<file path="config.mk">
export PLATFORM = sky130hd
export DESIGN_NAME = measurement_mode_control
export DESIGN_NICKNAME = d
export VERILOG_FILES = /design/src/hdl/measurement_mode_pkg.sv /design/src/hdl/interval_timer.sv /design/src/hdl/measurement_mode_control.sv
export VERILOG_INCLUDE_DIRS = /design/src /design/src/hdl
export SDC_FILE = /design/constraint.sdc
export NUM_CORES = 2
export LEC_CHECK = 0
export BUFFER_PORTS_ARGS = -buffer_cell sky130_fd_sc_hd__buf_2
export CAP_MARGIN = 30
export CORE_MARGIN = 3
export CORE_UTILIZATION = 60
export CTS_CLUSTER_DIAMETER = 120
export DETAILED_ROUTE_END_ITERATION = 12
export HOLD_SLACK_MARGIN = 0.15
export PLACE_DENSITY = 0.8
export SLEW_MARGIN = 20
export SYNTH_ARGS = -nofsm -noshare
export SYNTH_HDL_FRONTEND = slang
export SYNTH_HIERARCHICAL = 1
export SYNTH_SLANG_ARGS = --single-unit
</file>
<file path="constraint.sdc">
create_clock -name clk -period 9.6 [get_ports clk]
set_input_delay 0 -clock clk [delete_from_list [all_inputs] [get_ports clk]]
set_output_delay 0 -clock clk [all_outputs]
set_load 0.02 [all_outputs]
</file>
<file path="src/hdl/mmc_params.svh">
// constants for the measurement mode controller
`ifndef MMC_PARAMS_SVH
`define MMC_PARAMS_SVH

// ****************************************************************
// register addresses
// ****************************************************************
`define ADDR_MODE    4'h0
`define ADDR_CFG_A   4'h1
`define ADDR_CFG_B   4'h2
`define ADDR_GEN     4'h3
`define ADDR_RESULT  4'h4
`define ADDR_FUSE    4'h5
`define ADDR_CAL     4'h6
`define ADDR_TRIM    4'h7
`define ADDR_LIMIT   4'h8
`define ADDR_TEST    4'h9

// ****************************************************************
// register widths
// ****************************************************************
`define W_MODE   4
`define W_CFG    17
`define W_GEN    28
`define W_RES    18
`define W_FUSE   188
`define W_CAL    110
`define W_TRIM   20
`define W_LIM    17
`define W_TEST   20
`define W_MAX    188
`define HDR_BITS 8'h05
`define CNT_SAT  8'hFF

// ****************************************************************
// field positions and reset values
// ****************************************************************
`define SEQ_CNT_MSB  27
`define SEQ_CNT_LSB  24
`define SEQ_FLD_MSB  27
`define SEQ_FLD_LSB  22
`define SEQ_RESET    6'h07
`define GEN_RESET    28'h1C00000
`define LIM_CHAN_BIT 16
`define RES_CHAN_BIT 16
`define RES_OVF_BIT  17
`define TEST_RESET   20'h00000
`define SEQ_FULL     5'h10
`define BLK_ALL_ON   4'hF
`define DIV_LAST     4'hF

// ****************************************************************
// timing
// ****************************************************************
`define CLK_HZ         125000000
`define WAKE_PERIOD_MS 1000
`define SETTLE_US      10
`define INT_SLOW_DIV   16

`endif

</file>
<file path="src/hdl/measurement_mode_pkg.sv">
// types for the measurement mode controller
package measurement_mode_pkg;

  typedef enum logic [3:0] {
    MODE_FUSE_LOAD   = 4'h0,
    MODE_SINGLE      = 4'h1,
    MODE_DUAL        = 4'h2,
    MODE_WAKE_UP     = 4'h3,
    MODE_ALARM       = 4'h4,
    MODE_FUSE_PROG   = 4'h5,
    MODE_POWER_DOWN  = 4'h6,
    MODE_INT_SINGLE  = 4'h7,
    MODE_TEST_FIRST  = 4'h8
  } mode_t;

  typedef enum logic [2:0] {
    ST_FUSE  = 3'b000,
    ST_IDLE  = 3'b001,
    ST_POWER = 3'b010,
    ST_CONV  = 3'b011,
    ST_SLEEP = 3'b100
  } seq_state_t;

endpackage

</file>
<file path="src/hdl/interval_timer.sv">
// one-shot interval timer
`timescale 1ns/1ps
`default_nettype none

module interval_timer #(
  parameter int unsigned CYCLES = 1
) (
  // clock and reset
  input  wire logic clk,
  input  wire logic rst_b,
  // control
  input  wire logic start,
  output logic      done
);

  logic [31:0] cnt_q;
  logic        run_q;

  always_ff @(posedge clk or negedge rst_b) begin
    if (!rst_b) begin
      cnt_q <= 32'h0;
      run_q <= 1'b0;
    end else if (start) begin
      cnt_q <= 32'h0;
      run_q <= 1'b1;
    end else if (run_q) begin
      if (cnt_q == 32'(CYCLES - 1)) begin
        run_q <= 1'b0;
      end else begin
        cnt_q <= cnt_q + 32'h1;
      end
    end
  end

  assign done = run_q && (cnt_q == 32'(CYCLES - 1));

endmodule // interval_timer

`default_nettype wire

</file>
<file path="src/hdl/measurement_mode_control.sv">
// operating mode sequencer and register map of the acquisition chip
// Function
// wake-up mode: internal oscillator, one measurement per 1 to 1.5 s, config A
// before each wake-up measurement power analog ground and reference first
// wake-up: store result, then power down all but oscillator and divider
// wake-up: result beyond threshold pulses event pin low one cycle
// sleep about 1 s after measurement; result stays readable meanwhile
// serial port works in sleep; host restarts clock before new mode
// host gives six clock pulses after entering wake-up before stopping clock
// host sets oversampling ratio 128 in wake-up mode
// test config writable only in mode 8; host sets it for power-down modes
// host keeps threshold channel bit cleared for alarm mode
// alarm mode measures continuously; event pin low one cycle when exceeded
// negative threshold alarms only when result more negative
// power-down mode stops acquisition; blocks enabled per configuration
// internal-clock single equals single, internal clock, sixteen times slower
// four-bit mode code decode; top bit set means test modes
// calibration and trim writes accepted only in test modes
// host never accesses addresses 12 to 15
// unsupported write may be dropped; device recovers at next start
// reading calibration or trim disturbs analog; host waits to settle
// general config 28 bits: sequence, current, voltage, path fields
// sequence field: count (0 means 16), dechop, chop; resets 1,1,1
// dual mode alternates A and B, count measurements per config
// single mode: event pin low as ready flag until host reads
// threshold compare is signed 16-bit
// reset to mode 0, load fuses, then accept mode changes
`timescale 1ns/1ps
`default_nettype none
`include "mmc_params.svh"

module measurement_mode_control
  import measurement_mode_pkg::*;
#(
  parameter int unsigned WAKE_CYC = `WAKE_PERIOD_MS * (`CLK_HZ / 1000)
) (
  // clock and reset
  input  wire logic                clk,
  input  wire logic                rst_b,
  // serial port
  input  wire logic                sdi_clk,
  input  wire logic                sdi_en,
  input  wire logic                sdi_din,
  output logic                     sdi_dout,
  output logic                     sdi_dout_oe,
  // fuse storage
  output logic                     fuse_rd_req,
  input  wire logic                fuse_rd_valid,
  input  wire logic [`W_FUSE-1:0]  fuse_rd_data,
  // converter
  output logic                     conv_start,
  input  wire logic                conv_done,
  input  wire logic [15:0]         conv_data,
  input  wire logic                conv_ovf,
  output logic [`W_CFG-1:0]        conv_cfg,
  output logic                     conv_cfg_b,
  // analog control
  output logic                     analog_pwr_on,
  output logic [3:0]               block_en,
  output logic                     int_osc_sel,
  output logic                     analog_read_hit,
  output logic [`W_GEN-1:0]        gen_cfg,
  output logic [`W_CAL-1:0]        cal_word,
  output logic [`W_TRIM-1:0]       trim_word,
  output logic [`W_TEST-1:0]       test_cfg,
  // host event
  output logic                     event_low_pin
);

  // ****************************************************************
  // constants and declarations
  // ****************************************************************
  localparam int unsigned SETTLE_CYC = `SETTLE_US * (`CLK_HZ / 1000000);

  seq_state_t            state_q;
  logic [3:0]            mode_q;
  logic [`W_CFG-1:0]     cfg_a_q, cfg_b_q, conv_cfg_q;
  logic [`W_GEN-1:0]     gen_q;
  logic [`W_RES-1:0]     result_q;
  logic [`W_FUSE-1:0]    fuse_q;
  logic [`W_CAL-1:0]     cal_q;
  logic [`W_TRIM-1:0]    trim_q;
  logic [`W_LIM-1:0]     lim_q;
  logic [`W_TEST-1:0]    test_q;
  logic [3:0]            block_q;
  logic                  busy_q, sel_b_q, event_q, hit_q;
  logic [4:0]            same_cnt_q;
  logic [3:0]            div_q;
  logic                  sclk_prev_q, en_prev_q;
  logic [7:0]            bit_cnt_q;
  logic [4:0]            hdr_q;
  logic [`W_MAX-1:0]     wr_sh_q, rd_sh_q;
  logic                  oe_q;
  logic                  measuring, done_ok, exceed, slow_tick, settle_start, settle_done;
  logic                  wake_start, wake_done, sclk_rise, frame_start, frame_end;
  logic                  hdr_last, wr_commit, res_read;
  logic [3:0]            wr_addr, rd_addr;
  logic [4:0]            seq_len;

  // ****************************************************************
  // mode decode
  // ****************************************************************
  assign measuring = (mode_q == MODE_SINGLE) || (mode_q == MODE_DUAL)
                  || (mode_q == MODE_WAKE_UP) || (mode_q == MODE_ALARM)
                  || (mode_q == MODE_INT_SINGLE);
  assign done_ok   = (state_q == ST_CONV) && busy_q && conv_done;
  assign slow_tick = (div_q == `DIV_LAST);
  // signed compare, direction follows threshold sign
  assign exceed    = lim_q[15] ? ($signed(conv_data) < $signed(lim_q[15:0]))
                               : ($signed(conv_data) > $signed(lim_q[15:0]));
  assign seq_len   = (gen_q[`SEQ_CNT_MSB:`SEQ_CNT_LSB] == 4'h0) ? `SEQ_FULL
                   : {1'b0, gen_q[`SEQ_CNT_MSB:`SEQ_CNT_LSB]};

  // ****************************************************************
  // timers
  // ****************************************************************
  assign settle_start = ((state_q == ST_IDLE) && measuring)
                     || ((state_q == ST_SLEEP) && (mode_q == MODE_WAKE_UP) && wake_done);
  assign wake_start   = done_ok && (mode_q == MODE_WAKE_UP);

  interval_timer #(.CYCLES(SETTLE_CYC)) u_settle (
    .clk   (clk),
    .rst_b (rst_b),
    .start (settle_start),
    .done  (settle_done)
  );

  interval_timer #(.CYCLES(WAKE_CYC)) u_wake (
    .clk   (clk),
    .rst_b (rst_b),
    .start (wake_start),
    .done  (wake_done)
  );

  // ****************************************************************
  // sequencer
  // ****************************************************************
  always_ff @(posedge clk or negedge rst_b) begin
    if (!rst_b) begin
      state_q <= ST_FUSE;
    end else begin
      unique case (state_q)
        ST_FUSE: begin
          if (fuse_rd_valid) state_q <= ST_IDLE;
        end
        ST_IDLE: begin
          if (measuring) state_q <= ST_POWER;
        end
        ST_POWER: begin
          if (!measuring) state_q <= ST_IDLE;
          else if (settle_done) state_q <= ST_CONV;
        end
        ST_CONV: begin
          if (!measuring) state_q <= ST_IDLE;
          else if (wake_start) state_q <= ST_SLEEP;
        end
        ST_SLEEP: begin
          if (mode_q != MODE_WAKE_UP) state_q <= ST_IDLE;
          else if (wake_done) state_q <= ST_POWER;
        end
        default: state_q <= ST_IDLE;
      endcase
    end
  end

  assign fuse_rd_req   = (state_q == ST_FUSE);
  assign analog_pwr_on = (state_q == ST_POWER) || (state_q == ST_CONV);
  assign conv_start    = (state_q == ST_CONV) && !busy_q && measuring
                      && ((mode_q != MODE_INT_SINGLE) || slow_tick);

  always_ff @(posedge clk or negedge rst_b) begin
    if (!rst_b) begin
      busy_q <= 1'b0;
    end else if (conv_start) begin
      busy_q <= 1'b1;
    end else if (done_ok || (state_q != ST_CONV) || !measuring) begin
      busy_q <= 1'b0;
    end
  end

  always_ff @(posedge clk or negedge rst_b) begin
    if (!rst_b) begin
      div_q <= 4'h0;
    end else begin
      div_q <= div_q + 4'h1;
    end
  end

  // dual mode alternation
  always_ff @(posedge clk or negedge rst_b) begin
    if (!rst_b) begin
      sel_b_q    <= 1'b0;
      same_cnt_q <= 5'h0;
    end else if (mode_q != MODE_DUAL) begin
      sel_b_q    <= 1'b0;
      same_cnt_q <= 5'h0;
    end else if (done_ok) begin
      if (same_cnt_q + 5'h1 >= seq_len) begin
        sel_b_q    <= !sel_b_q;
        same_cnt_q <= 5'h0;
      end else begin
        same_cnt_q <= same_cnt_q + 5'h1;
      end
    end
  end

  always_ff @(posedge clk or negedge rst_b) begin
    if (!rst_b) begin
      conv_cfg_q <= '0;
    end else begin
      conv_cfg_q <= sel_b_q ? cfg_b_q : cfg_a_q;
    end
  end

  always_ff @(posedge clk or negedge rst_b) begin
    if (!rst_b) begin
      result_q <= '0;
    end else if (done_ok) begin
      result_q <= {conv_ovf, sel_b_q, conv_data};
    end
  end

  // ****************************************************************
  // event pin
  // ****************************************************************
  always_ff @(posedge clk or negedge rst_b) begin
    if (!rst_b) begin
      event_q <= 1'b1;
    end else if (done_ok && ((mode_q == MODE_WAKE_UP) || (mode_q == MODE_ALARM))) begin
      event_q <= !exceed;
    end else if (done_ok && ((mode_q == MODE_SINGLE) || (mode_q == MODE_INT_SINGLE))) begin
      event_q <= 1'b0;
    end else if (res_read || ((mode_q != MODE_SINGLE) && (mode_q != MODE_INT_SINGLE))) begin
      event_q <= 1'b1;
    end
  end

  // ****************************************************************
  // analog block enables
  // ****************************************************************
  always_ff @(posedge clk or negedge rst_b) begin
    if (!rst_b) begin
      block_q <= `BLK_ALL_ON;
    end else if (mode_q == MODE_POWER_DOWN) begin
      block_q <= gen_q[3:0];
    end else begin
      block_q <= `BLK_ALL_ON;
    end
  end

  // ****************************************************************
  // serial port
  // ****************************************************************
  assign sclk_rise   = sdi_clk && !sclk_prev_q && sdi_en;
  assign frame_start = sdi_en && !en_prev_q;
  assign frame_end   = !sdi_en && en_prev_q;
  assign hdr_last    = sclk_rise && (bit_cnt_q == `HDR_BITS - 8'h1);
  assign rd_addr     = {hdr_q[2:0], sdi_din};
  assign wr_addr     = hdr_q[3:0];
  assign res_read    = hdr_last && hdr_q[3] && (rd_addr == `ADDR_RESULT);
  // a write counts only when exactly header plus register width was clocked
  assign wr_commit   = frame_end && !hdr_q[4] && (state_q != ST_FUSE)
                    && (bit_cnt_q == `HDR_BITS + reg_width(wr_addr));

  function automatic logic [7:0] reg_width(input logic [3:0] a);
    logic [7:0] w;
    w = 8'h0;
    unique case (a)
      `ADDR_MODE:   w = 8'(`W_MODE);
      `ADDR_CFG_A:  w = 8'(`W_CFG);
      `ADDR_CFG_B:  w = 8'(`W_CFG);
      `ADDR_GEN:    w = 8'(`W_GEN);
      `ADDR_RESULT: w = 8'(`W_RES);
      `ADDR_FUSE:   w = 8'(`W_FUSE);
      `ADDR_CAL:    w = 8'(`W_CAL);
      `ADDR_TRIM:   w = 8'(`W_TRIM);
      `ADDR_LIMIT:  w = 8'(`W_LIM);
      `ADDR_TEST:   w = 8'(`W_TEST);
      default:      w = 8'h0;
    endcase
    return w;
  endfunction

  // read data left aligned so the first bit out is the register msb
  function automatic logic [`W_MAX-1:0] rd_value(input logic [3:0] a);
    logic [`W_MAX-1:0] v;
    v = '0;
    unique case (a)
      `ADDR_MODE:   v = {mode_q,   {(`W_MAX-`W_MODE){1'b0}}};
      `ADDR_CFG_A:  v = {cfg_a_q,  {(`W_MAX-`W_CFG){1'b0}}};
      `ADDR_CFG_B:  v = {cfg_b_q,  {(`W_MAX-`W_CFG){1'b0}}};
      `ADDR_GEN:    v = {gen_q,    {(`W_MAX-`W_GEN){1'b0}}};
      `ADDR_RESULT: v = {result_q, {(`W_MAX-`W_RES){1'b0}}};
      `ADDR_FUSE:   v = fuse_q;
      `ADDR_CAL:    v = {cal_q,    {(`W_MAX-`W_CAL){1'b0}}};
      `ADDR_TRIM:   v = {trim_q,   {(`W_MAX-`W_TRIM){1'b0}}};
      `ADDR_LIMIT:  v = {lim_q,    {(`W_MAX-`W_LIM){1'b0}}};
      `ADDR_TEST:   v = {test_q,   {(`W_MAX-`W_TEST){1'b0}}};
      default:      v = '0;
    endcase
    return v;
  endfunction

  always_ff @(posedge clk or negedge rst_b) begin
    if (!rst_b) begin
      sclk_prev_q <= 1'b0;
      en_prev_q   <= 1'b0;
      bit_cnt_q   <= 8'h0;
      hdr_q       <= 5'h0;
      wr_sh_q     <= '0;
      rd_sh_q     <= '0;
      oe_q        <= 1'b0;
    end else begin
      sclk_prev_q <= sdi_clk;
      en_prev_q   <= sdi_en;
      if (frame_start || frame_end) begin
        bit_cnt_q <= 8'h0;
        oe_q      <= 1'b0;
      end else if (sclk_rise) begin
        if (bit_cnt_q != `CNT_SAT) bit_cnt_q <= bit_cnt_q + 8'h1;
        if (bit_cnt_q < `HDR_BITS) begin
          hdr_q <= {hdr_q[3:0], sdi_din};
        end else if (!hdr_q[4]) begin
          wr_sh_q <= {wr_sh_q[`W_MAX-2:0], sdi_din};
        end else begin
          rd_sh_q <= {rd_sh_q[`W_MAX-2:0], 1'b0};
        end
        if (hdr_last && hdr_q[3]) begin
          rd_sh_q <= rd_value(rd_addr);
          oe_q    <= 1'b1;
        end
      end
    end
  end

  always_ff @(posedge clk or negedge rst_b) begin
    if (!rst_b) begin
      hit_q <= 1'b0;
    end else begin
      hit_q <= hdr_last && hdr_q[3]
            && ((rd_addr == `ADDR_CAL) || (rd_addr == `ADDR_TRIM));
    end
  end

  // ****************************************************************
  // register writes
  // ****************************************************************
  always_ff @(posedge clk or negedge rst_b) begin
    if (!rst_b) begin
      mode_q <= MODE_FUSE_LOAD;
    end else if (wr_commit && (wr_addr == `ADDR_MODE)) begin
      mode_q <= wr_sh_q[`W_MODE-1:0];
    end
  end

  always_ff @(posedge clk or negedge rst_b) begin
    if (!rst_b) begin
      cfg_a_q <= '0;
      cfg_b_q <= '0;
      gen_q   <= `GEN_RESET;
      lim_q   <= '0;
    end else if (wr_commit) begin
      if (wr_addr == `ADDR_CFG_A) cfg_a_q <= wr_sh_q[`W_CFG-1:0];
      if (wr_addr == `ADDR_CFG_B) cfg_b_q <= wr_sh_q[`W_CFG-1:0];
      if (wr_addr == `ADDR_GEN)   gen_q   <= wr_sh_q[`W_GEN-1:0];
      if (wr_addr == `ADDR_LIMIT) lim_q   <= wr_sh_q[`W_LIM-1:0];
    end
  end

  always_ff @(posedge clk or negedge rst_b) begin
    if (!rst_b) begin
      fuse_q <= '0;
      cal_q  <= '0;
      trim_q <= '0;
    end else if ((state_q == ST_FUSE) && fuse_rd_valid) begin
      fuse_q <= fuse_rd_data;
      cal_q  <= fuse_rd_data[`W_CAL-1:0];
      trim_q <= fuse_rd_data[`W_CAL+`W_TRIM-1:`W_CAL];
    end else if (wr_commit) begin
      if ((wr_addr == `ADDR_FUSE) && (mode_q == MODE_FUSE_PROG)) fuse_q <= wr_sh_q;
      if ((wr_addr == `ADDR_CAL) && mode_q[3]) cal_q <= wr_sh_q[`W_CAL-1:0];
      if ((wr_addr == `ADDR_TRIM) && mode_q[3]) trim_q <= wr_sh_q[`W_TRIM-1:0];
    end
  end

  always_ff @(posedge clk or negedge rst_b) begin
    if (!rst_b) begin
      test_q <= `TEST_RESET;
    end else if (wr_commit && (wr_addr == `ADDR_TEST) && (mode_q == MODE_TEST_FIRST)) begin
      test_q <= wr_sh_q[`W_TEST-1:0];
    end
  end

  // ****************************************************************
  // outputs
  // ****************************************************************
  assign sdi_dout        = rd_sh_q[`W_MAX-1];
  assign sdi_dout_oe     = oe_q;
  assign conv_cfg        = conv_cfg_q;
  assign conv_cfg_b      = sel_b_q;
  assign block_en        = block_q;
  assign int_osc_sel     = (mode_q == MODE_WAKE_UP) || (mode_q == MODE_INT_SINGLE);
  assign analog_read_hit = hit_q;
  assign gen_cfg         = gen_q;
  assign cal_word        = cal_q;
  assign trim_word       = trim_q;
  assign test_cfg        = test_q;
  assign event_low_pin   = event_q;

  // ****************************************************************
  // assertions
  // ****************************************************************
  a_event_one_cycle: assert property (@(posedge clk) disable iff (!rst_b)
    (!event_low_pin && ((mode_q == MODE_WAKE_UP) || (mode_q == MODE_ALARM))
     && $stable(mode_q)) |=> event_low_pin)
    else $error("event pulse longer than one cycle");

  a_sleep_power_off: assert property (@(posedge clk) disable iff (!rst_b)
    (state_q == ST_SLEEP) |-> !analog_pwr_on && !conv_start)
    else $error("analog powered during sleep");

  a_conv_after_power: assert property (@(posedge clk) disable iff (!rst_b)
    $rose(state_q == ST_CONV) |-> $past(settle_done) && analog_pwr_on)
    else $error("conversion started without settling");

  a_reset_mode_zero: assert property (@(posedge clk) disable iff (!rst_b)
    (state_q == ST_FUSE) |-> (mode_q == MODE_FUSE_LOAD) && (gen_q[`SEQ_FLD_MSB:`SEQ_FLD_LSB] == `SEQ_RESET))
    else $error("mode or sequence field changed before fuse load");

  a_test_write_lock: assert property (@(posedge clk) disable iff (!rst_b)
    (mode_q != MODE_TEST_FIRST) |=> $stable(test_q))
    else $error("test config written outside mode 8");

  a_cal_write_lock: assert property (@(posedge clk) disable iff (!rst_b)
    (!mode_q[3] && (state_q != ST_FUSE)) |=> $stable(cal_q) && $stable(trim_q))
    else $error("calibration or trim written outside test mode");

  a_pd_no_conv: assert property (@(posedge clk) disable iff (!rst_b)
    (mode_q == MODE_POWER_DOWN) |-> !conv_start
      && (($past(mode_q) != MODE_POWER_DOWN) || !busy_q))
    else $error("acquisition running in power down");

  a_result_load: assert property (@(posedge clk) disable iff (!rst_b)
    done_ok |=> (result_q[15:0] == $past(conv_data)) && (result_q[`RES_CHAN_BIT] == $past(sel_b_q)))
    else $error("result not stored after conversion");

  a_int_slow_rate: assert property (@(posedge clk) disable iff (!rst_b)
    (conv_start && (mode_q == MODE_INT_SINGLE)) |-> slow_tick)
    else $error("internal clock conversion off the slow tick");

  a_wake_sleep_hold: assert property (@(posedge clk) disable iff (!rst_b)
    (state_q == ST_SLEEP) && (mode_q == MODE_WAKE_UP) && !wake_done |=> (state_q == ST_SLEEP))
    else $error("sleep left before wake period");

endmodule // measurement_mode_control

`default_nettype wire

</file>
# Word level (Yosys, flattened, before mapping)
# Memories as Yosys holds them, arrays and structs flattened.
# Cells that the tools add are included.
[classes] bitwise_logic=3 n_lt_le_gt_ge=4 n_addsub=6 eq_ne=48 n_mux=55 n_reduce_logical=90
[ops] cell="188-bit one-hot mux with 10 select lines" count=1
[ops] cell="188-bit 2-to-1 mux" count=6
[ops] cell="110-bit 2-to-1 mux" count=3
[ops] cell="32-bit 2-to-1 mux" count=6
[ops] cell="32-bit by 1-bit adder with 32-bit output (second input constant)" count=2
[ops] cell="20-bit 2-to-1 mux" count=3
[ops] cell="4-bit by 3-bit == test with 1-bit output (second input constant)" count=11
[ops] cell="32-bit by 11-bit == test with 1-bit output (second input constant)" count=1
[ops] cell="32-bit by 27-bit == test with 1-bit output (second input constant)" count=1
[ops] cell="1-bit logical AND" count=32
[ops] cell="2-bit nonzero test" count=13
[ops] cell="4-bit by 2-bit == test with 1-bit output (second input constant)" count=6
[ops] cell="4-bit == test (second input constant)" count=6
[ops] cell="3-bit 2-to-1 mux" count=8
[ops] cell="8-bit 2-to-1 mux" count=3
[ops] cell="2-bit AND reduction" count=12
[ops] cell="5-bit 2-to-1 mux" count=4
[ops] cell="1-bit 2-to-1 mux" count=18
[ops] cell="17-bit 2-to-1 mux" count=1
[ops] cell="16-bit > comparator" count=1
[ops] cell="16-bit less-than comparator" count=1
[ops] cell="1-bit logical OR" count=15
[ops] cell="3-bit one-hot mux with 5 select lines" count=1
[ops] cell="4-bit by 1-bit == test with 1-bit output (second input constant)" count=3
[ops] cell="28 further kinds" count=48
[totals] romBits=128 input_bits=212 n_memories=1 word_cells=237 ff_bits=934
[memory_table] memory="(no name shown)" depth=16 width=8 rd=1 rd_ports_with_merged_regs=0 write_ports=0 line_no="measurement_mode_control.sv:268" source="unique case (a)"

# Longest topological paths before layout
[depth] ltp_word=10 ltp_mapped=17 mapped_depth_nobuf=13

# Hierarchy
# Netlist, hierarchy kept.
[modules_own_cells] mod="measurement_mode_control" n_inst=1 cells_per_inst=3774 seq_area_each_um2=21730.8 area_per_inst_um2=39247.6
[modules_own_cells] mod="interval_timer at u_settle" n_inst=1 cells_per_inst=188 seq_area_each_um2=825.8 area_per_inst_um2=1854.3
[modules_own_cells] mod="interval_timer at u_wake" n_inst=1 cells_per_inst=187 seq_area_each_um2=825.8 area_per_inst_um2=1757.9

# Worst setup path before layout
# OpenSTA, ideal clock, no wires.
[synth_path] kind="register to register" from="reg hdr_q[0]" to="reg fuse_q[167]" setup_slack_ns=5.493 t_required_ns=9.459 stages_incl_launch_ff=18 path_buffers=4 t_arrival_ns=3.966 path_cell_list="dfrtp_1 clkbuf_1 clkinv_1 ha_1 mux2i_1 nor2_1 ha_1 xor2_1 nor4b_1 o221ai_1 nor4b_2 o2111ai_2 or4_1 buf_2 buf_6 buf_2 nand2_1 a31oi_1"
[synth_between] elab_chain_len=6 word_cells_on_any_way=9 classes_between="add/sub (1); eq/ne (2); reduce/logical (5); memory (1)"
[synth_lines] item="start, declared" line_no="measurement_mode_control.sv:91" source="logic [4:0] hdr_q;"
[synth_lines] item="start signal, assigned" line_no="measurement_mode_control.sv:322" source="hdr_q <= {hdr_q[3:0], sdi_din};"
[synth_lines] item="memory 16 x 8 bit"
[synth_lines] item="3-bit by 8-bit adder with 8-bit output (no line)"
[synth_lines] item="8-bit == test" line_no="measurement_mode_control.sv:263" source="&& (bit_cnt_q == `HDR_BITS + reg_width(wr_addr));"
[synth_lines] item="1-bit logical AND" line_no="measurement_mode_control.sv:262" source="assign wr_commit = frame_end && !hdr_q[4] && (state_q != ST_FUSE)"
[synth_lines] item="2-bit nonzero test (no line)"
[synth_lines] item="2-bit AND reduction (no line) *"
[synth_lines] item="end signal, assigned" line_no="measurement_mode_control.sv:376" source="fuse_q <= fuse_rd_data;"
[synth_lines] item="end signal, assigned" line_no="measurement_mode_control.sv:380" source="if ((wr_addr == `ADDR_FUSE) && (mode_q == MODE_FUSE_PROG)) fuse_q <= wr_sh_q;"
[synth_lines] item="end, declared" line_no="measurement_mode_control.sv:80" source="logic [`W_FUSE-1:0] fuse_q;"
# Mark *: on every way between the ends. The rest lies on a longest branch, timed or not.
# A chain may end at the register's enable or synchronous reset.

# Worst setup path after layout
[layout_path] from="reg hdr_q[0]" to="reg fuse_q[115]"
# The elaborated chain is that of the path after synthesis.

==> impl_summary.md <==
Drt
After the first detailed-routing iteration, the DRC count stood at 4444. Dividing the detail-routed wire length by the instance count gives 24.0 um. The detail route stage leaves a number of antenna-violating nets equal to 0.

The residual DRC count is 0. Dividing the detail-routed via count by the number of cells gives 6.35. After detailed routing, the total wire length is 137 mm.

Summing over every cut layer, the via total after detailed routing is 36200. The first detailed-routing pass ran for 6 iterations.

Setup path
The setup slack of the most critical reg-to-reg path is 3880 ps. The arrival time reported for the critical path endpoint is 6260 ps. The endpoint identified for the worst register-to-register timing path is fuse_q[115]$_DFFE_PN0P_.

The worst setup path is captured at a flop. STA classifies the critical path startpoint as a flop. The startpoint identified for the worst register-to-register timing path is hdr_q[0]$_DFFE_PN0P_. Measured in cells, the most critical reg-to-reg path has a length of 16. STA puts the critical path data required time at 10150 ps. The peak fanout along the critical path is 69. The worst setup path is of the flop to flop kind.

Worst hold path
The worst hold path terminates at cal_word[53]$_DFFE_PN0P_. The beginning of the worst hold path is fuse_rd_data[53]. Counting instances, the worst hold path has a depth of 4. The kind of path behind the tightest hold check is input pin to flop.

Power and ir drop
The worst-case IR drop observed on VDD is 0.148 mV. For this design the ratio of total power to cell area is 224 nW/um^2. The leakage power is 23.9 nW.

After layout, the design draws a total of 11.6 mW.

Layout
The fill cell instance count of the final layout is 4676. For this run, the share of the core covered by cells in the final layout is 73.1%. The multi-input combinational cell area is 18000 um^2. The total area of sequential cells is 23400 um^2. The number of nets in the layout is 4913. The post-route netlist has 21.1% of its cells at a drive strength greater than 1. The synthesis-to-layout area growth is 20.1%. The commonest non-fill, non-tap cell in the layout is dfrtp_1. Leaving out fill and tap cells, the most frequent cells in the layout are dfrtp_1, nand2_1, buf_2. After the flow finishes, the layout carries non-filler instances totaling 5694.

The finished cells cover 51500 um^2.

Global routing
The number of global-route vias before repair is 35400. Summed over all layers, the global routing overflow is 0. The aggregate global-route resource usage is 36.0%. The pin count of the biggest net entering global routing is 221. The first-pass GRT wire length is 209 mm.

The number of antenna violations at the first check in global routing is 21.

Logic synthesis
The synthesized-area fraction occupied by ao, oa, aoi and oai cells is 12.7%. The area fraction in and, or, nand and nor cells after synthesis is 14.7%. The number of different library cells used by synthesis comes to 80. Synthesis inferred 934 register bits. The number of nets in the synthesized netlist is 4397. The count of warnings emitted by yosys is 6. The multiplexer share of the synthesized area is 12.0%.

The xor/xnor cell area share of the yosys netlist is 1.45%. The instance count of the mapped netlist is 4149. The adder and majority cell fraction of the synthesized area is 1.05%.

The leading register cell type out of synthesis is dfrtp_1. The async set-reset flop share out of synthesis is 100%. The synthesized area is 42900 um^2. The average instance in the mapped netlist occupies 10.3 um^2. The combinational family with the most area after synthesis is simple AND/OR/NAND/NOR gates. After synthesis, flip-flops and latches occupy 54.6% of the total area. The count of flip-flops with a built-in enable after synthesis is 0.

Floorplanning
The die is 273 um tall. The floorplan step set the die width to 273 um. The number of cell rows is 97.

The die covers 74700 um^2. The region available for standard cell placement spans 70400 um^2. The starting utilization of the core area is 60.9%. The count of boundary I/O pins is 420.

Placed design
The number of port buffers is 419. In this run the cell area measured after placement is 45300 um^2. Once placement completed, the tool counted placed cells totaling 5230.

The setup slack at placement is 4050 ps. The detailed placement HPWL is 84.2 mm. At the end of routability-driven placement, the weighted congestion stood at 0.916.

Clock network
The clock tree synthesis step divided the H-tree into 3 levels. TritonCTS built the clock tree. The clock passes through at most 3 buffers. Clock-pin slew was measured on the worst setup and hold paths at 60 ps. The clock latency at the later pin of the worst-skew pair is 650 ps. After clock tree synthesis, the repair step resized 0 gates.

For this design, the sink count on the clock tree is 934. The clock buffer count from CTS is 95. The root buffer cell is clkbuf_16.

STA
After layout, the worst setup slack is 3880 ps. Clock skew on the completed layout was measured at 17.6 ps. Setup violations remaining at the end of the flow were counted as 0. In the final timing run, aggregate negative setup slack is 0 ps. The worst slew slack as a fraction of its limit is 14.3%. The number of pins exceeding their max-slew limit in the final report is 0. Counting I/O delays and the setup requirement, the final critical path takes 5720 ps. Setup repair after global routing left no endpoint under its margin. The transition at the pin with the smallest max-transition slack is 1290 ps. Final hold analysis gives a worst-case slack of 170 ps. The highest clock rate is 175 MHz. The worst path uses 59.5% of the clock period. The total count of hold-check failures in the final report came to 0.

Status
The run finished with clean final reports.

Job
The number of max-cap violations is 0.
==> Yosys cell counts, types with 20 or more instances <==
master,number,share of area (%)
a21oi_1,270,3.2
a221oi_1,103,2.1
a22o_1,20,0.41
a31oi_1,196,2.9
and3_1,185,2.7
buf_2,47,0.55
clkbuf_1,251,2.2
dfrtp_1,926,54
ha_1,36,1.1
inv_1,44,0.39
mux2_2,316,8.3
mux2i_1,156,3.6
nand2_1,690,6.0
nand3_1,35,0.41
nand4_1,20,0.29
nor2_1,282,2.5
nor3_1,32,0.37
nor4_1,24,0.35
o21ai_0,186,2.2
o21ai_1,44,0.51
xnor2_1,54,1.1
==> area by class of cell <==
class / instances / area share, %
Tap cell: 940 / 2.28
Antenna cell: 13 / 0.0632
Clock inverter: 41 / 1.01
Inverter: 45 / 0.328
Timing Repair Buffer: 745 / 10.6
Multi-Input combinational cell: 2844 / 35.0
Sequential cell: 934 / 45.4
Clock buffer: 132 / 5.26
==> worst max path at each step <==
stage	from	slack (ps)	depth (start not counted)	endpoint
after floorplan	hdr_q[0]$_DFFE_PN0P_	5490	17	fuse_q[167]$_DFFE_PN0P_
after global placement	hdr_q[0]$_DFFE_PN0P_	4100	15	fuse_q[11]$_DFFE_PN0P_
after detailed placement	hdr_q[0]$_DFFE_PN0P_	4050	16	fuse_q[10]$_DFFE_PN0P_
after CTS	hdr_q[0]$_DFFE_PN0P_	4030	16	fuse_q[27]$_DFFE_PN0P_
after global routing	hdr_q[0]$_DFFE_PN0P_	3480	16	fuse_q[27]$_DFFE_PN0P_
final	hdr_q[0]$_DFFE_PN0P_	3880	16	fuse_q[115]$_DFFE_PN0P_
==> state kept, by name, summed over array words and instances (netlist names), 5 cells and up <==
signal,count
gen_cfg,28
test_cfg,20
cfg_b_q,17
cfg_a_q,17
cal_word,110
conv_cfg,17
wr_sh_q,188
same_cnt_q,5
bit_cnt_q,8
trim_word,20
hdr_q,5
u_settle/cnt_q,32
fuse_q,188
rd_sh_q,188
u_wake/cnt_q,32
lim_q,17
result_q,18
==> timing repair <==
item | 4_1_cts | 5_1_grt
hold endpoints to repair | 734 | 0
buffers inserted | 0 | 0
hold buffers | 271 | 0
==> critical path, stage by stage, from the launching register on <==
cell and delay [ps]:
dfrtp_1 570, clkinv_1 390, ha_1 530, mux2i_1 100, nor2_1 190, ha_1 270, xor2_1 140, nor4b_1 280
o221ai_1 210, nor4b_2 310, o2111ai_2 310, nor4_4 340, buf_4 670, buf_4 490, buf_16 310, nand2_1 120
a31oi_1 250
==> kinds of logic after synthesis <==
kind of cell / after synthesis
adder cells (fa/ha/maj): 36
flip-flops: 934
multiplexers: 473
buffers and inverters: 371
AND/OR/NAND/NOR: 1373
XOR/XNOR: 71
AO/OA/AOI/OAI: 891
==> power by group <==
group | internal (mW) | switching, mW | leakage (nW)
registers | 4.60 | 0.644 | 11.9
logic | 0.833 | 1.62 | 10.4
clock network | 2.25 | 1.61 | 1.58
total | 7.68 | 3.87 | 23.9
==> per-layer routing <==
metal	vias to the layer above	GRT usage (%)	wire, um
met5	-	0	99
met1	17800	47.3	51700
li1	15800	-	-
met4	16	19.0	8250
met3	540	9.74	14800
met2	2078	55.1	61800
No activity file was read; power rests on OpenSTA's default activity.
